===== config.mk =====
export PLATFORM = sky130hd
export DESIGN_NAME = cfp_ctrl
export DESIGN_NICKNAME = d
export VERILOG_FILES = /design/src/cfp_pkg.sv /design/src/cfp_ctrl.sv
export SDC_FILE = /design/constraint.sdc
export NUM_CORES = 2
export LEC_CHECK = 0
export BUFFER_PORTS_ARGS = -buffer_cell sky130_fd_sc_hd__buf_2
export CELL_PAD_IN_SITES_DETAIL_PLACEMENT = 1
export CELL_PAD_IN_SITES_GLOBAL_PLACEMENT = 2
export CORE_ASPECT_RATIO = 0.5
export CORE_MARGIN = 2
export CORE_UTILIZATION = 35
export DETAILED_ROUTE_END_ITERATION = 10
export PLACE_DENSITY = 0.85
export SLEW_MARGIN = 5
export SYNTH_ARGS = -nofsm -noshare
export SYNTH_HDL_FRONTEND = slang
export SYNTH_SLANG_ARGS = --single-unit

===== constraint.sdc =====
create_clock -name clk_i -period 3.6 [get_ports clk_i]
set_input_delay 0.18 -clock clk_i [delete_from_list [all_inputs] [get_ports clk_i]]
set_output_delay 0.18 -clock clk_i [all_outputs]
set_load 0.005 [all_outputs]

===== src/cfp_pkg.sv =====
// cfp_pkg: register map, field positions, codes and timing counts of the
// comparator / fault-dump / safe-state controller.
// assumes a 100 MHz system clock and a 32-bit Avalon-MM register bus.
package cfp_pkg;

   localparam int NCH    = 4;
   localparam int CODE_W = 16;

   // register byte offsets
   localparam logic [7:0] A_CFG       = 8'h00;
   localparam logic [7:0] A_TRIG      = 8'h04;
   localparam logic [7:0] A_FLAGS     = 8'h08;
   localparam logic [7:0] A_SRAM_PTR  = 8'h0C;
   localparam logic [7:0] A_SRAM_DATA = 8'h10;
   localparam logic [7:0] A_NVM_CODE  = 8'h14;
   localparam logic [7:0] A_MHI       = 8'h20;   // +4 per channel
   localparam logic [7:0] A_MLO       = 8'h30;   // +4 per channel
   localparam logic [7:0] A_CODE      = 8'h40;   // +4 per channel

   // common configuration fields
   localparam int CFG_MODE_LSB = 0;    // 2 bits per channel
   localparam int CFG_HOLD     = 8;    // window_hold_enable
   localparam int CFG_ROW      = 9;    // nvm_row_select
   localparam int CFG_SAFE_LSB = 10;   // 2-bit safe-state action
   localparam int CFG_DRV_LSB  = 12;   // cmp_pin_drive_enable, 1 per channel
   localparam int CFG_PDN_LSB  = 16;   // power-down, 1 per channel
   localparam int CFG_W        = 20;
   localparam logic [CFG_W-1:0] CFG_RST = 20'hF0000;

   // dac_trigger_reg strobes
   localparam int TRG_CLR_LSB = 0;     // cmp_flag_clear, 1 per channel
   localparam int TRG_DUMP    = 4;
   localparam int TRG_COPY    = 5;     // row_copy_strobe
   localparam int TRG_SAFE    = 6;

   // comparator_flags_reg: [3:0] window_result, [7:4] comparator outputs
   localparam int FLG_SAFE      = 8;
   localparam int FLG_DUMP_BUSY = 9;
   localparam int FLG_SAFE_BUSY = 10;

   typedef enum logic [1:0] {
      CMP_NORMAL  = 2'b00,
      CMP_HYST    = 2'b01,
      CMP_WINDOW  = 2'b10,
      CMP_INVALID = 2'b11
   } cfp_cmp_mode_t;

   typedef enum logic [1:0] {
      SAFE_HIZ  = 2'b00,
      SAFE_NVM  = 2'b01,
      SAFE_LOW  = 2'b10,
      SAFE_HIGH = 2'b11
   } cfp_safe_act_t;

   localparam logic [15:0] SRAM_LO_ADDR = 16'h009D;
   localparam logic [15:0] SRAM_HI_ADDR = 16'h009E;
   localparam logic [CODE_W-1:0] CODE_FULL = 16'hFFFF;
   localparam logic [CODE_W-1:0] CODE_ZERO = 16'h0000;

   localparam logic [1:0] RESP_OK     = 2'b00;
   localparam logic [1:0] RESP_DECERR = 2'b11;

   // timing
   localparam int CLK_NS       = 10;
   localparam int SETTLE_NS    = 200;    // comparator settle after ref change
   localparam int SETTLE_CYC   = (SETTLE_NS + CLK_NS - 1) / CLK_NS;
   localparam int SLEW_STEP_NS = 4000;   // one code step per period
   localparam int SLEW_CYC     = (SLEW_STEP_NS + CLK_NS - 1) / CLK_NS;
   localparam int NVM_WR_NS    = 1000000;
   localparam int NVM_WR_CYC   = NVM_WR_NS / CLK_NS;

   typedef struct packed {
      logic              pdn;    // 1: high-impedance power-down
      logic [CODE_W-1:0] code;
   } cfp_chan_out_t;

endpackage


===== src/cfp_ctrl.sv =====
// cfp_ctrl: per-channel comparator mode logic, window flags, fault dump into
// two emulated NVM rows, row read-back window and safe-state sequencer.
// assumes an analog comparator per channel reporting input above cmp_ref_o,
// asynchronous pins, and an Avalon-MM master on clk_i.
//
// Contract
// - mode field: 00 plain, 01 hysteresis, 10 window, 11 invalid.
// - hysteresis thresholds come from the channel's high and low margin codes.
// - high margin full or low margin zero makes hysteresis comparator latch.
// - per-channel flag reset bit releases a latched comparator output.
// - window mode uses high and low margin codes as window bounds.
// - each channel's window result sits in its own flags register bit.
// - with window hold enabled, a set window result stays set until reset.
// - reset clears a held window bit only while the input is inside.
// - one comparator alternates high and low limits, giving finite latency.
// - window result never drives the channel pin; register or GPIO only.
// - dump request from bit or pin stores flags byte and code upper bytes.
// - row 1 holds flags in bits 31:24; row 2 codes ch0..ch3 top down.
// - row select 0 reads back row 1, 1 reads back row 2.
// - copy strobe moves selected row to SRAM 0x9D low, 0x9E high; self-clears.
// - all channels start in high-impedance power-down after reset.
// - safe state starts from its pin or a software trigger bit.
// - safe action 00 off, 01 NVM code, 10 slew low, 11 slew high; then off.
// - register writes are ignored while the safe-state function runs.
// - safe flag sets on trigger; flags read after completion clears it.
`timescale 1ns/1ps

module cfp_ctrl
   import cfp_pkg::*;
#(
   parameter int NVM_WR_CYCLES = NVM_WR_CYC
) (
   input  wire logic                               clk_i,
   input  wire logic                               rst_n_i,
   input  wire logic [7:0]                         avs_address_i,
   input  wire logic                               avs_read_i,
   input  wire logic                               avs_write_i,
   input  wire logic [31:0]                        avs_writedata_i,
   input  wire logic [3:0]                         avs_byteenable_i,
   output logic      [31:0]                        avs_readdata_o,
   output logic      [1:0]                         avs_response_o,
   output logic                                    avs_waitrequest_o,
   input  wire logic [NCH-1:0]                     cmp_hit_i,
   input  wire logic                               gpio_safe_i,
   input  wire logic                               gpio_dump_i,
   output logic      [NCH-1:0][CODE_W-1:0]         cmp_ref_o,
   output logic      [NCH-1:0]                     cmp_pin_o,
   output logic      [NCH-1:0]                     cmp_pin_en_o,
   output logic                                    gpio_win_o,
   output cfp_chan_out_t [NCH-1:0]                 chan_o
);

   typedef enum logic [1:0] {SF_IDLE, SF_SLEW, SF_OFF} cfp_safe_st_t;
   typedef enum logic [1:0] {DP_IDLE, DP_ROW1, DP_ROW2} cfp_dump_st_t;

   // bus handshake and registers
   logic                   wait_r;
   logic [31:0]            rdata_r;
   logic [1:0]             resp_r;
   logic [CFG_W-1:0]       cfg_r;
   logic [CODE_W-1:0]      mhi_r [NCH];
   logic [CODE_W-1:0]      mlo_r [NCH];
   logic [CODE_W-1:0]      code_r [NCH];
   logic [CODE_W-1:0]      nvm_code_r;
   logic [15:0]            sram_ptr_r;
   logic [15:0]            sram_r [2];
   logic [31:0]            nvm_row_r [2];
   logic                   safe_flag_r;
   cfp_safe_st_t           safe_st_r;
   logic [15:0]            slew_cnt_r;
   cfp_dump_st_t           dump_st_r;
   logic [31:0]            dump_cnt_r;

   // per-channel comparator state
   logic [CODE_W-1:0]      ref_r [NCH];
   logic [7:0]             settle_r [NCH];
   logic [NCH-1:0]         phase_r;
   logic [NCH-1:0]         out_r;
   logic [NCH-1:0]         latch_r;
   logic [NCH-1:0]         above_r;
   logic [NCH-1:0]         below_r;
   logic [NCH-1:0]         win_r;
   logic [NCH-1:0]         pin_r;
   logic [NCH-1:0]         pin_en_r;
   logic                   gpio_win_r;

   // pin synchronisers: s1 feeds only s2
   logic [NCH+1:0]         sync1_r;
   logic [NCH+1:0]         sync2_r;
   logic [NCH+1:0]         sync3_r;

   always_ff @(posedge clk_i or negedge rst_n_i) begin
      if (!rst_n_i) begin
         sync1_r <= '0;
         sync2_r <= '0;
         sync3_r <= '0;
      end else begin
         sync1_r <= {gpio_dump_i, gpio_safe_i, cmp_hit_i};
         sync2_r <= sync1_r;
         sync3_r <= sync2_r;
      end
   end

   wire [NCH-1:0] hit       = sync2_r[NCH-1:0];
   wire           safe_edge = sync2_r[NCH] & ~sync3_r[NCH];
   wire           dump_edge = sync2_r[NCH+1] & ~sync3_r[NCH+1];

   // bus decode
   wire        rd_acc   = avs_read_i & ~wait_r;
   wire        wr_acc   = avs_write_i & ~wait_r;
   wire        safe_busy = (safe_st_r != SF_IDLE);
   wire        wr_ok    = wr_acc & ~safe_busy;
   wire [31:0] be_mask  = {{8{avs_byteenable_i[3]}}, {8{avs_byteenable_i[2]}},
                           {8{avs_byteenable_i[1]}}, {8{avs_byteenable_i[0]}}};
   wire [31:0] wd_m     = avs_writedata_i & be_mask;
   wire [1:0]  ch_idx   = avs_address_i[3:2];
   wire        sel_cfg  = (avs_address_i == A_CFG);
   wire        sel_trig = (avs_address_i == A_TRIG);
   wire        sel_flg  = (avs_address_i == A_FLAGS);
   wire        sel_ptr  = (avs_address_i == A_SRAM_PTR);
   wire        sel_dat  = (avs_address_i == A_SRAM_DATA);
   wire        sel_nvm  = (avs_address_i == A_NVM_CODE);
   wire        sel_mhi  = (avs_address_i[7:4] == A_MHI[7:4]) && (avs_address_i[1:0] == 2'b00);
   wire        sel_mlo  = (avs_address_i[7:4] == A_MLO[7:4]) && (avs_address_i[1:0] == 2'b00);
   wire        sel_code = (avs_address_i[7:4] == A_CODE[7:4]) && (avs_address_i[1:0] == 2'b00);
   wire        mapped   = sel_cfg | sel_trig | sel_flg | sel_ptr | sel_dat | sel_nvm |
                          sel_mhi | sel_mlo | sel_code;

   // trigger strobes exist for one cycle only and are never stored
   wire [NCH-1:0] clr_stb  = {NCH{wr_ok & sel_trig}} & wd_m[TRG_CLR_LSB +: NCH];
   wire           copy_stb = wr_ok & sel_trig & wd_m[TRG_COPY];
   wire           dump_trig = (wr_ok & sel_trig & wd_m[TRG_DUMP]) | dump_edge;
   wire           safe_trig = ~safe_busy &
                              ((wr_ok & sel_trig & wd_m[TRG_SAFE]) | safe_edge);

   wire        hold_en  = cfg_r[CFG_HOLD];
   wire        row_sel  = cfg_r[CFG_ROW];
   wire [1:0]  safe_act = cfg_r[CFG_SAFE_LSB +: 2];

   wire [31:0] flags_w  = {21'h0, safe_busy, (dump_st_r != DP_IDLE), safe_flag_r,
                           out_r, win_r};
   wire [15:0] sram_rd  = (sram_ptr_r == SRAM_LO_ADDR) ? sram_r[0] :
                          (sram_ptr_r == SRAM_HI_ADDR) ? sram_r[1] : 16'h0000;
   wire [31:0] rd_mux   = sel_cfg  ? {12'h000, cfg_r} :
                          sel_flg  ? flags_w :
                          sel_ptr  ? {16'h0000, sram_ptr_r} :
                          sel_dat  ? {16'h0000, sram_rd} :
                          sel_nvm  ? {16'h0000, nvm_code_r} :
                          sel_mhi  ? {16'h0000, mhi_r[ch_idx]} :
                          sel_mlo  ? {16'h0000, mlo_r[ch_idx]} :
                          sel_code ? {16'h0000, code_r[ch_idx]} : 32'h0000_0000;

   // one wait state: waitrequest drops for exactly one cycle per access
   always_ff @(posedge clk_i or negedge rst_n_i) begin
      if (!rst_n_i) begin
         wait_r  <= 1'b1;
         rdata_r <= 32'h0000_0000;
         resp_r  <= RESP_OK;
      end else begin
         wait_r <= ~((avs_read_i | avs_write_i) & wait_r);
         if ((avs_read_i | avs_write_i) & wait_r) begin
            rdata_r <= avs_read_i ? rd_mux : 32'h0000_0000;
            resp_r  <= mapped ? RESP_OK : RESP_DECERR;
         end
      end
   end

   // safe-state slew targets
   logic [NCH-1:0] at_tgt;
   logic [CODE_W-1:0] tgt [NCH];
   for (genvar c = 0; c < NCH; c++) begin : g_tgt
      assign tgt[c]    = (safe_act == SAFE_LOW) ? mlo_r[c] : mhi_r[c];
      assign at_tgt[c] = (code_r[c] == tgt[c]);
   end

   // register file and safe-state sequencer share the code and power bits
   always_ff @(posedge clk_i or negedge rst_n_i) begin
      if (!rst_n_i) begin
         cfg_r      <= CFG_RST;
         nvm_code_r <= CODE_ZERO;
         sram_ptr_r <= 16'h0000;
         safe_flag_r <= 1'b0;
         safe_st_r  <= SF_IDLE;
         slew_cnt_r <= 16'h0000;
         for (int i = 0; i < NCH; i++) begin
            mhi_r[i]  <= CODE_ZERO;
            mlo_r[i]  <= CODE_ZERO;
            code_r[i] <= CODE_ZERO;
         end
      end else begin
         if (wr_ok & sel_cfg) begin
            cfg_r <= (cfg_r & ~be_mask[CFG_W-1:0]) | wd_m[CFG_W-1:0];
         end
         if (wr_ok & sel_nvm) begin
            nvm_code_r <= (nvm_code_r & ~be_mask[15:0]) | wd_m[15:0];
         end
         if (wr_ok & sel_ptr) begin
            sram_ptr_r <= (sram_ptr_r & ~be_mask[15:0]) | wd_m[15:0];
         end
         if (wr_ok & sel_mhi) begin
            mhi_r[ch_idx] <= (mhi_r[ch_idx] & ~be_mask[15:0]) | wd_m[15:0];
         end
         if (wr_ok & sel_mlo) begin
            mlo_r[ch_idx] <= (mlo_r[ch_idx] & ~be_mask[15:0]) | wd_m[15:0];
         end
         if (wr_ok & sel_code) begin
            code_r[ch_idx] <= (code_r[ch_idx] & ~be_mask[15:0]) | wd_m[15:0];
         end
         // flag clears on a flags read after completion; a new trigger wins
         if (safe_trig) begin
            safe_flag_r <= 1'b1;
         end else if (rd_acc & sel_flg & ~safe_busy) begin
            safe_flag_r <= 1'b0;
         end
         case (safe_st_r)
            SF_IDLE: begin
               if (safe_trig) begin
                  slew_cnt_r <= 16'(SLEW_CYC - 1);
                  case (safe_act)
                     SAFE_HIZ: safe_st_r <= SF_OFF;
                     SAFE_NVM: begin
                        for (int i = 0; i < NCH; i++) code_r[i] <= nvm_code_r;
                        safe_st_r <= SF_OFF;
                     end
                     default:  safe_st_r <= SF_SLEW;
                  endcase
               end
            end
            SF_SLEW: begin
               if (&at_tgt) begin
                  safe_st_r <= SF_OFF;
               end else if (slew_cnt_r == 16'h0000) begin
                  slew_cnt_r <= 16'(SLEW_CYC - 1);
                  for (int i = 0; i < NCH; i++) begin
                     if (code_r[i] < tgt[i]) code_r[i] <= code_r[i] + 16'h0001;
                     else if (code_r[i] > tgt[i]) code_r[i] <= code_r[i] - 16'h0001;
                  end
               end else begin
                  slew_cnt_r <= slew_cnt_r - 16'h0001;
               end
            end
            SF_OFF: begin
               cfg_r[CFG_PDN_LSB +: NCH] <= {NCH{1'b1}};
               safe_st_r <= SF_IDLE;
            end
            default: safe_st_r <= SF_IDLE;
         endcase
      end
   end

   // fault dump into two rows, each committed after one NVM write time
   always_ff @(posedge clk_i or negedge rst_n_i) begin
      if (!rst_n_i) begin
         dump_st_r    <= DP_IDLE;
         dump_cnt_r   <= 32'h0000_0000;
         nvm_row_r[0] <= 32'h0000_0000;
         nvm_row_r[1] <= 32'h0000_0000;
         sram_r[0]    <= 16'h0000;
         sram_r[1]    <= 16'h0000;
      end else begin
         if (copy_stb) begin
            sram_r[0] <= nvm_row_r[row_sel][15:0];
            sram_r[1] <= nvm_row_r[row_sel][31:16];
         end
         case (dump_st_r)
            DP_IDLE: begin
               if (dump_trig) begin
                  dump_st_r  <= DP_ROW1;
                  dump_cnt_r <= 32'(NVM_WR_CYCLES - 1);
               end
            end
            DP_ROW1: begin
               if (dump_cnt_r == 32'h0000_0000) begin
                  nvm_row_r[0] <= {flags_w[7:0], 24'h000000};
                  dump_st_r    <= DP_ROW2;
                  dump_cnt_r   <= 32'(NVM_WR_CYCLES - 1);
               end else begin
                  dump_cnt_r <= dump_cnt_r - 32'h0000_0001;
               end
            end
            DP_ROW2: begin
               if (dump_cnt_r == 32'h0000_0000) begin
                  nvm_row_r[1] <= {code_r[0][15:8], code_r[1][15:8],
                                   code_r[2][15:8], code_r[3][15:8]};
                  dump_st_r    <= DP_IDLE;
               end else begin
                  dump_cnt_r <= dump_cnt_r - 32'h0000_0001;
               end
            end
            default: dump_st_r <= DP_IDLE;
         endcase
      end
   end

   // per-channel comparator: ref change restarts the settle wait
   for (genvar c = 0; c < NCH; c++) begin : g_ch
      wire [1:0]        mode    = cfg_r[CFG_MODE_LSB + 2*c +: 2];
      wire              is_win  = (mode == CMP_WINDOW);
      wire [CODE_W-1:0] thr_nxt = is_win ? (phase_r[c] ? mlo_r[c] : mhi_r[c]) :
                                  (mode == CMP_HYST) ? (out_r[c] ? mlo_r[c] : mhi_r[c]) :
                                  code_r[c];
      wire              ready   = (settle_r[c] == 8'h00) && (ref_r[c] == thr_nxt);
      wire              lat_cnd = (mode == CMP_HYST) &&
                                  ((mhi_r[c] == CODE_FULL) || (mlo_r[c] == CODE_ZERO));
      wire              outside = above_r[c] | below_r[c];

      always_ff @(posedge clk_i or negedge rst_n_i) begin
         if (!rst_n_i) begin
            ref_r[c]    <= CODE_ZERO;
            settle_r[c] <= 8'h00;
            phase_r[c]  <= 1'b0;
            out_r[c]    <= 1'b0;
            latch_r[c]  <= 1'b0;
            above_r[c]  <= 1'b0;
            below_r[c]  <= 1'b0;
            win_r[c]    <= 1'b0;
            pin_r[c]    <= 1'b0;
            pin_en_r[c] <= 1'b0;
         end else begin
            ref_r[c] <= thr_nxt;
            if (ref_r[c] != thr_nxt) begin
               settle_r[c] <= 8'(SETTLE_CYC);
            end else if (settle_r[c] != 8'h00) begin
               settle_r[c] <= settle_r[c] - 8'h01;
            end
            if (clr_stb[c]) latch_r[c] <= 1'b0;
            if (ready) begin
               case (mode)
                  CMP_NORMAL: out_r[c] <= hit[c];
                  CMP_HYST: begin
                     // a latched output ignores crossings until released
                     if (!latch_r[c] && (out_r[c] != hit[c])) begin
                        out_r[c]   <= hit[c];
                        latch_r[c] <= lat_cnd;
                     end
                  end
                  CMP_WINDOW: begin
                     phase_r[c] <= ~phase_r[c];
                     if (!phase_r[c]) above_r[c] <= hit[c];
                     else below_r[c] <= ~hit[c];
                  end
                  default: out_r[c] <= 1'b0;
               endcase
            end
            if (!is_win) begin
               win_r[c] <= 1'b0;
            end else if (hold_en) begin
               win_r[c] <= (win_r[c] & ~(clr_stb[c] & ~outside)) | outside;
            end else begin
               win_r[c] <= outside;
            end
            // window result stays off the pin even with drive enabled
            pin_r[c]    <= out_r[c] & ~is_win;
            pin_en_r[c] <= cfg_r[CFG_DRV_LSB + c] & ~is_win;
         end
      end

      assign cmp_ref_o[c]   = ref_r[c];
      assign chan_o[c].pdn  = cfg_r[CFG_PDN_LSB + c];
      assign chan_o[c].code = code_r[c];
   end

   always_ff @(posedge clk_i or negedge rst_n_i) begin
      if (!rst_n_i) begin
         gpio_win_r <= 1'b0;
      end else begin
         gpio_win_r <= |win_r;
      end
   end

   assign avs_readdata_o    = rdata_r;
   assign avs_response_o    = resp_r;
   assign avs_waitrequest_o = wait_r;
   assign cmp_pin_o         = pin_r;
   assign cmp_pin_en_o      = pin_en_r;
   assign gpio_win_o        = gpio_win_r;

endmodule // cfp_ctrl


Yosys cells after proc, flatten, opt, wreduce, memory -nomap -nowiden:

Cells that the tools add are included.

* register bits: 551
* output and inout port bits: 176
* word-level logic and storage cells: 454

* $add $sub $neg: 14
* $lt $le $gt $ge: 11
* eq/ne operators: 55
* mux-type cells: 123
* bitwise logic cells: 97
* reductions and logical operators: 82

Operator list (number)
* 16-bit two-way mux: 47
* 64-bit two-way mux: 5
* 64-bit bitwise mux: 3
* 32-bit two-way mux: 6
* 16-bit == test: 8
* 64-bit one-hot mux with 2 select lines: 1
* 16-bit binary-select mux with 2-bit select: 3
* 32-bit one-hot mux with 3 select lines: 1
* 16-bit AND: 5
* 16-bit zero test: 5
* 16-bit OR: 5
* 16-bit by 1-bit subtractor with 16-bit output, second input constant: 5
* 16-bit by 1-bit adder with 16-bit output, second input constant: 4
* 16-bit == test, second input constant: 4
* 16-bit greater-than comparator: 4
* 16-bit < comparator: 4
* 8-bit two-way mux: 8
* 16-bit inequality test: 4
* 20-bit two-way mux: 3
* 3-bit AND reduction: 15
* 20-bit AND: 2
* 8-bit zero test: 5
* 1-bit AND: 35
* 16-bit demux with 2-bit select: 1
* 43 further kinds: 199

Longest topological paths before layout:

* word-level depth: 13
* gate-level depth with buffers: 17
* gate-level depth less buffers: 12

Worst setup path after synthesis:

Ideal clock, no wire load.

* path kind: register to register
* from: register with a tool-made name
* to: register code_r, in the netlist chan_o[63]
* library setup time: 0.141 ns
* data arrival time: 3.783 ns
* required time: 3.459 ns
* path slack: -0.324 ns
* stages on the path, launching flop included: 15
* cells stage by stage: dfrtp_1 -> nor2b_1 -> clkbuf_1 -> buf_1 -> clkbuf_1 -> a21oi_1 -> ha_1 -> nand4_1 -> nor4_1 -> nand4_1 -> and2_1 -> clkbuf_1 -> a21oi_1 -> o2bb2ai_1 -> a31oi_1

RTL lines
* end signal, assigned by index: line cfp_ctrl.sv:207 `code_r[ch_idx] <= (code_r[ch_idx] & ~be_mask[15:0]) | wd_m[15:0];`
* end, declared: line cfp_ctrl.sv:63 `logic [CODE_W-1:0] code_r [NCH];`

==> impl_results.md <==
* Arr. time, crit path at 4.25 ns
* Hold path cells at 2
* Final nets at 4400
* Initial cell density of the core at 35.2%
* Skew final at 0.0467 ns
* Worst slew margin at 16.7%
* Synth Cell Area at 0.0342 sq mm
* Wirelength, routed at 183 mm
* Crit path capture type: register
* Clk slew on worst S/H paths at 0.07 ns
* Via density at 6.46
* Core Rows at 81
* Vias in the first global route at 35500
* CTS Buffer Depth at 3
* Chip Height at 225 um
* Hold WS at 0.0558 ns
* Max rail drop VDD at 363 uV
* HP Class: input pin to register
* Drt drc at 0
* All-Layer GR Usage at 35.3%
* Post-detail-place hpwl at 139 mm
* Ports at 230
* Pre-CTS WS at -0.189 ns
* Final ANT Viol Nets at 0
* Setup violators final at 32
* Tmin final at 3.70 ns
* Vias at 36200
* PD cells at 493 mW/mm^2
* Critical path type: register to register
* Sink Count at 534
* Synth Warn # at 0
* RSZ-0062 raised after global routing: yes
* Syn avg cell area at 9.18 sq um
* Leak at 0.0187 uW
* DR iter-0 viols at 5003
* Required time of the critical path at 4.14 ns
* Num CTS Buffers at 55
* Layout cells sized above 1 at 28.2%
* Initial antenna violation count at 17
* Max Slew Vio Count at 0
* Worst skew pair latency at 0.69 ns
* CP Launch Type: register
* Status: finished, violations left
* Largest net degree at the start of global routing at 101
* Final Wtd Congestion at 1.10
* Seq/Total Area, Yosys at 39.1%
* First-pass GRT wire length at 257 mm
* Core Footprint at 0.0973 sq mm
* Fin crit share at 103%
* Port bufs at 204
* Pre-Repair DR Iteration Count at 6
* CTS tree: yes
* Synth area leader: dfrtp_1
* Htree depth at 2
* Die ar. at 0.100 sq mm
* EDFF count, synth at 0
* Number of hold violations in the final report at 0
* Top post-synthesis cells by area: dfrtp_1, mux2i_1, a21oi_1, nor2_1, mux2_2
* Die width at 446 um
* Layout overhead on the synthesized area at 27.1%
* Top_reg_cell synth: dfrtp_1
* Post-route setup slack at -0.105 ns
* Gate Count Post-Synth at 3728
* Post-synth ARST share at 100%
* DR WL/cell at 32.6 um
* Seq cells post-synth at 534
* Post-synth top area share at 38.7%
* CTS Root Cell: clkbuf_16
* Failing checks: negative setup slack
* Synth unique cells at 96
* Aggregate global routing overflow at 0
* Worst reg2reg path depth at 18
* Worst-margin pin slew at 1.22 ns
* F_max at 0.270 GHz
* Critical Path Fanout Max at 8
* Total of max-cap violations at 0
[critical path, stage by stage, from the launching register on]
cell and delay [ns]:
dfrtp_1 0.41, nor2b_4 0.23, buf_12 0.18, buf_12 0.12, buf_12 0.12, nor2_4 0.03, a21oi_2 0.10, ha_1 0.26
buf_6 0.13, a211oi_4 0.22, nand2_2 0.11, o31ai_4 0.51, nand2_1 0.14, buf_6 0.17, a21o_4 0.25, buf_6 0.14
nand2_2 0.05, o21ai_2 0.05, a221o_1 0.32
[metal layers]
layer | global-route usage, % | wire length, um
met2 | 48.2 | 72500
met3 | 15.3 | 26300
met1 | 47.1 | 73500
met4 | 17.5 | 10500
met5 | 0 | 191
[synth_stat cells (58+ instances only)]
master / n
mux2i_1: 215
nor4_1: 58
ha_1: 83
nor3_1: 80
mux2_2: 100
dfrtp_1: 529
nand3_1: 72
nand2_1: 264
o21ai_0: 208
a21oi_1: 351
inv_1: 72
nor2_1: 409
clkbuf_1: 199
xnor2_1: 84
nand4_1: 68
[sequential cells by signal, summed over array words and instances (netlist names), 6 cells and up, named ones only]
name and cells:
sync2_r 6, avs_readdata_o 20, flags_w 8, sync1_r 6, cmp_ref_o 64, mhi_r 64
nvm_row_r 40, chan_o 64, mlo_r 64, slew_cnt_r 16, settle_r 32, sram_r 32
dump_cnt_r 32
[metrics by stage]
| step | util [%] | area [sq um] | total power, uW | setup TNS (ns) | instances |
|---|---|---|---|---|---|
| after global placement | 40.7 | 39600 | 13900 | -0.552 | 5433 |
| after detailed placement | 40.7 | 39600 | 14100 | -2.65 | 5433 |
| final | 44.7 | 43500 | 21400 | -1.37 | 5610 |
| after CTS | 43.4 | 42200 | 20800 | -0.339 | 5562 |
| after floorplan | - | 34300 | 10600 | 0 | 3739 |
| after global routing | 44.7 | 43400 | 22100 | -6.21 | 5595 |
[timing repair]
| item | CTS | global route |
|---|---|---|
| pin swaps | 18 | 62 |
| endpoints found under the hold margin | 115 | 0 |
| setup buffers | 8 | 35 |
| setup endpoints to repair | 59 | 92 |
| resized for setup | 65 | 218 |
| hold buffers | 17 | 0 |
| gates cloned | 1 | 4 |
[cell families after synthesis]
group / Yosys count / share of synthesized area [%]
AOI/OAI and AO/OA: 1036 / 19.5
DFF: 534 / 39.1
and+or+nand+nor: 1204 / 17.2
adders and majority gates: 83 / 3.04
muxes: 383 / 13.4
buffers and inverters: 350 / 4.24
other: 1 / 0.0110
xor gates and xnor gates: 137 / 3.53
[cells in the final DEF (no fill, tap or decap), types with 20 or more instances in the layout]
cell type  synthesis  layout
buf_6              3      34
nand2_1          264     251
buf_12             0      22
xor2_1            52      52
nand4_1           68      68
ha_1              83      78
clkbuf_16          0      59
a22oi_1           38      36
or3_1             35      35
o21ai_0          208     186
nor3_1            80      71
o22ai_1           52      51
dfrtp_1          529     528
xnor2_1           84      84
nand2b_1          25      24
a221oi_1          38      30
and2_1            22      21
mux2_2           100      98
nand3_1           72      68
a221o_1           26      26
mux2_1            20      20
a21oi_1          351     307
mux4_2            48      48
buf_4             19     459
nor2b_1           43      39
buf_2             35     203
a211oi_1          53      47
o221ai_1          27      27
nor2_1           409     393
mux2i_1          215     201
a22o_1            26      26
nor4_1            58      50
a21oi_2            0      35
inv_1             72      72
[cell type report]
type | instances | area [sq um]
Inverter | 73 | 274
Multi-Input combinational cell | 2855 | 20500
Clock buffer | 64 | 1480
Sequential cell | 534 | 13400
Fill cell | 11100 | 53800
Tap cell | 1286 | 1610
Antenna cell | 15 | 37.5
Timing Repair Buffer | 744 | 5620
Clock inverter | 39 | 546
[where the power goes]
part           switching [uW]  leakage (uW)  total, uW  internal (uW)
clock                    2940      0.000985       6660           3720
combinational            4590        0.0107       7470           2880
sequential                812       0.00700       7290           6480
total                    8340        0.0187      21400          13100
[path summary, 6_finish.rpt]
| check | start | end | slack [ns] |
|---|---|---|---|
| worst max-delay path | register | chan_o[35] | -0.10 |
| worst min-delay path | avs_writedata_i[13] | register | 0.06 |
| worst max register to register | register | chan_o[35] | -0.10 |
| worst min register to register | sync1_r[3] | sync2_r[3] | 0.35 |
| max in group asynchronous | rst_n_i | cmp_ref_o[51] | 2.46 |
| min in group asynchronous | rst_n_i | nvm_row_r[11] | 0.09 |
Note: power is estimated with default switching activity, not from simulation.
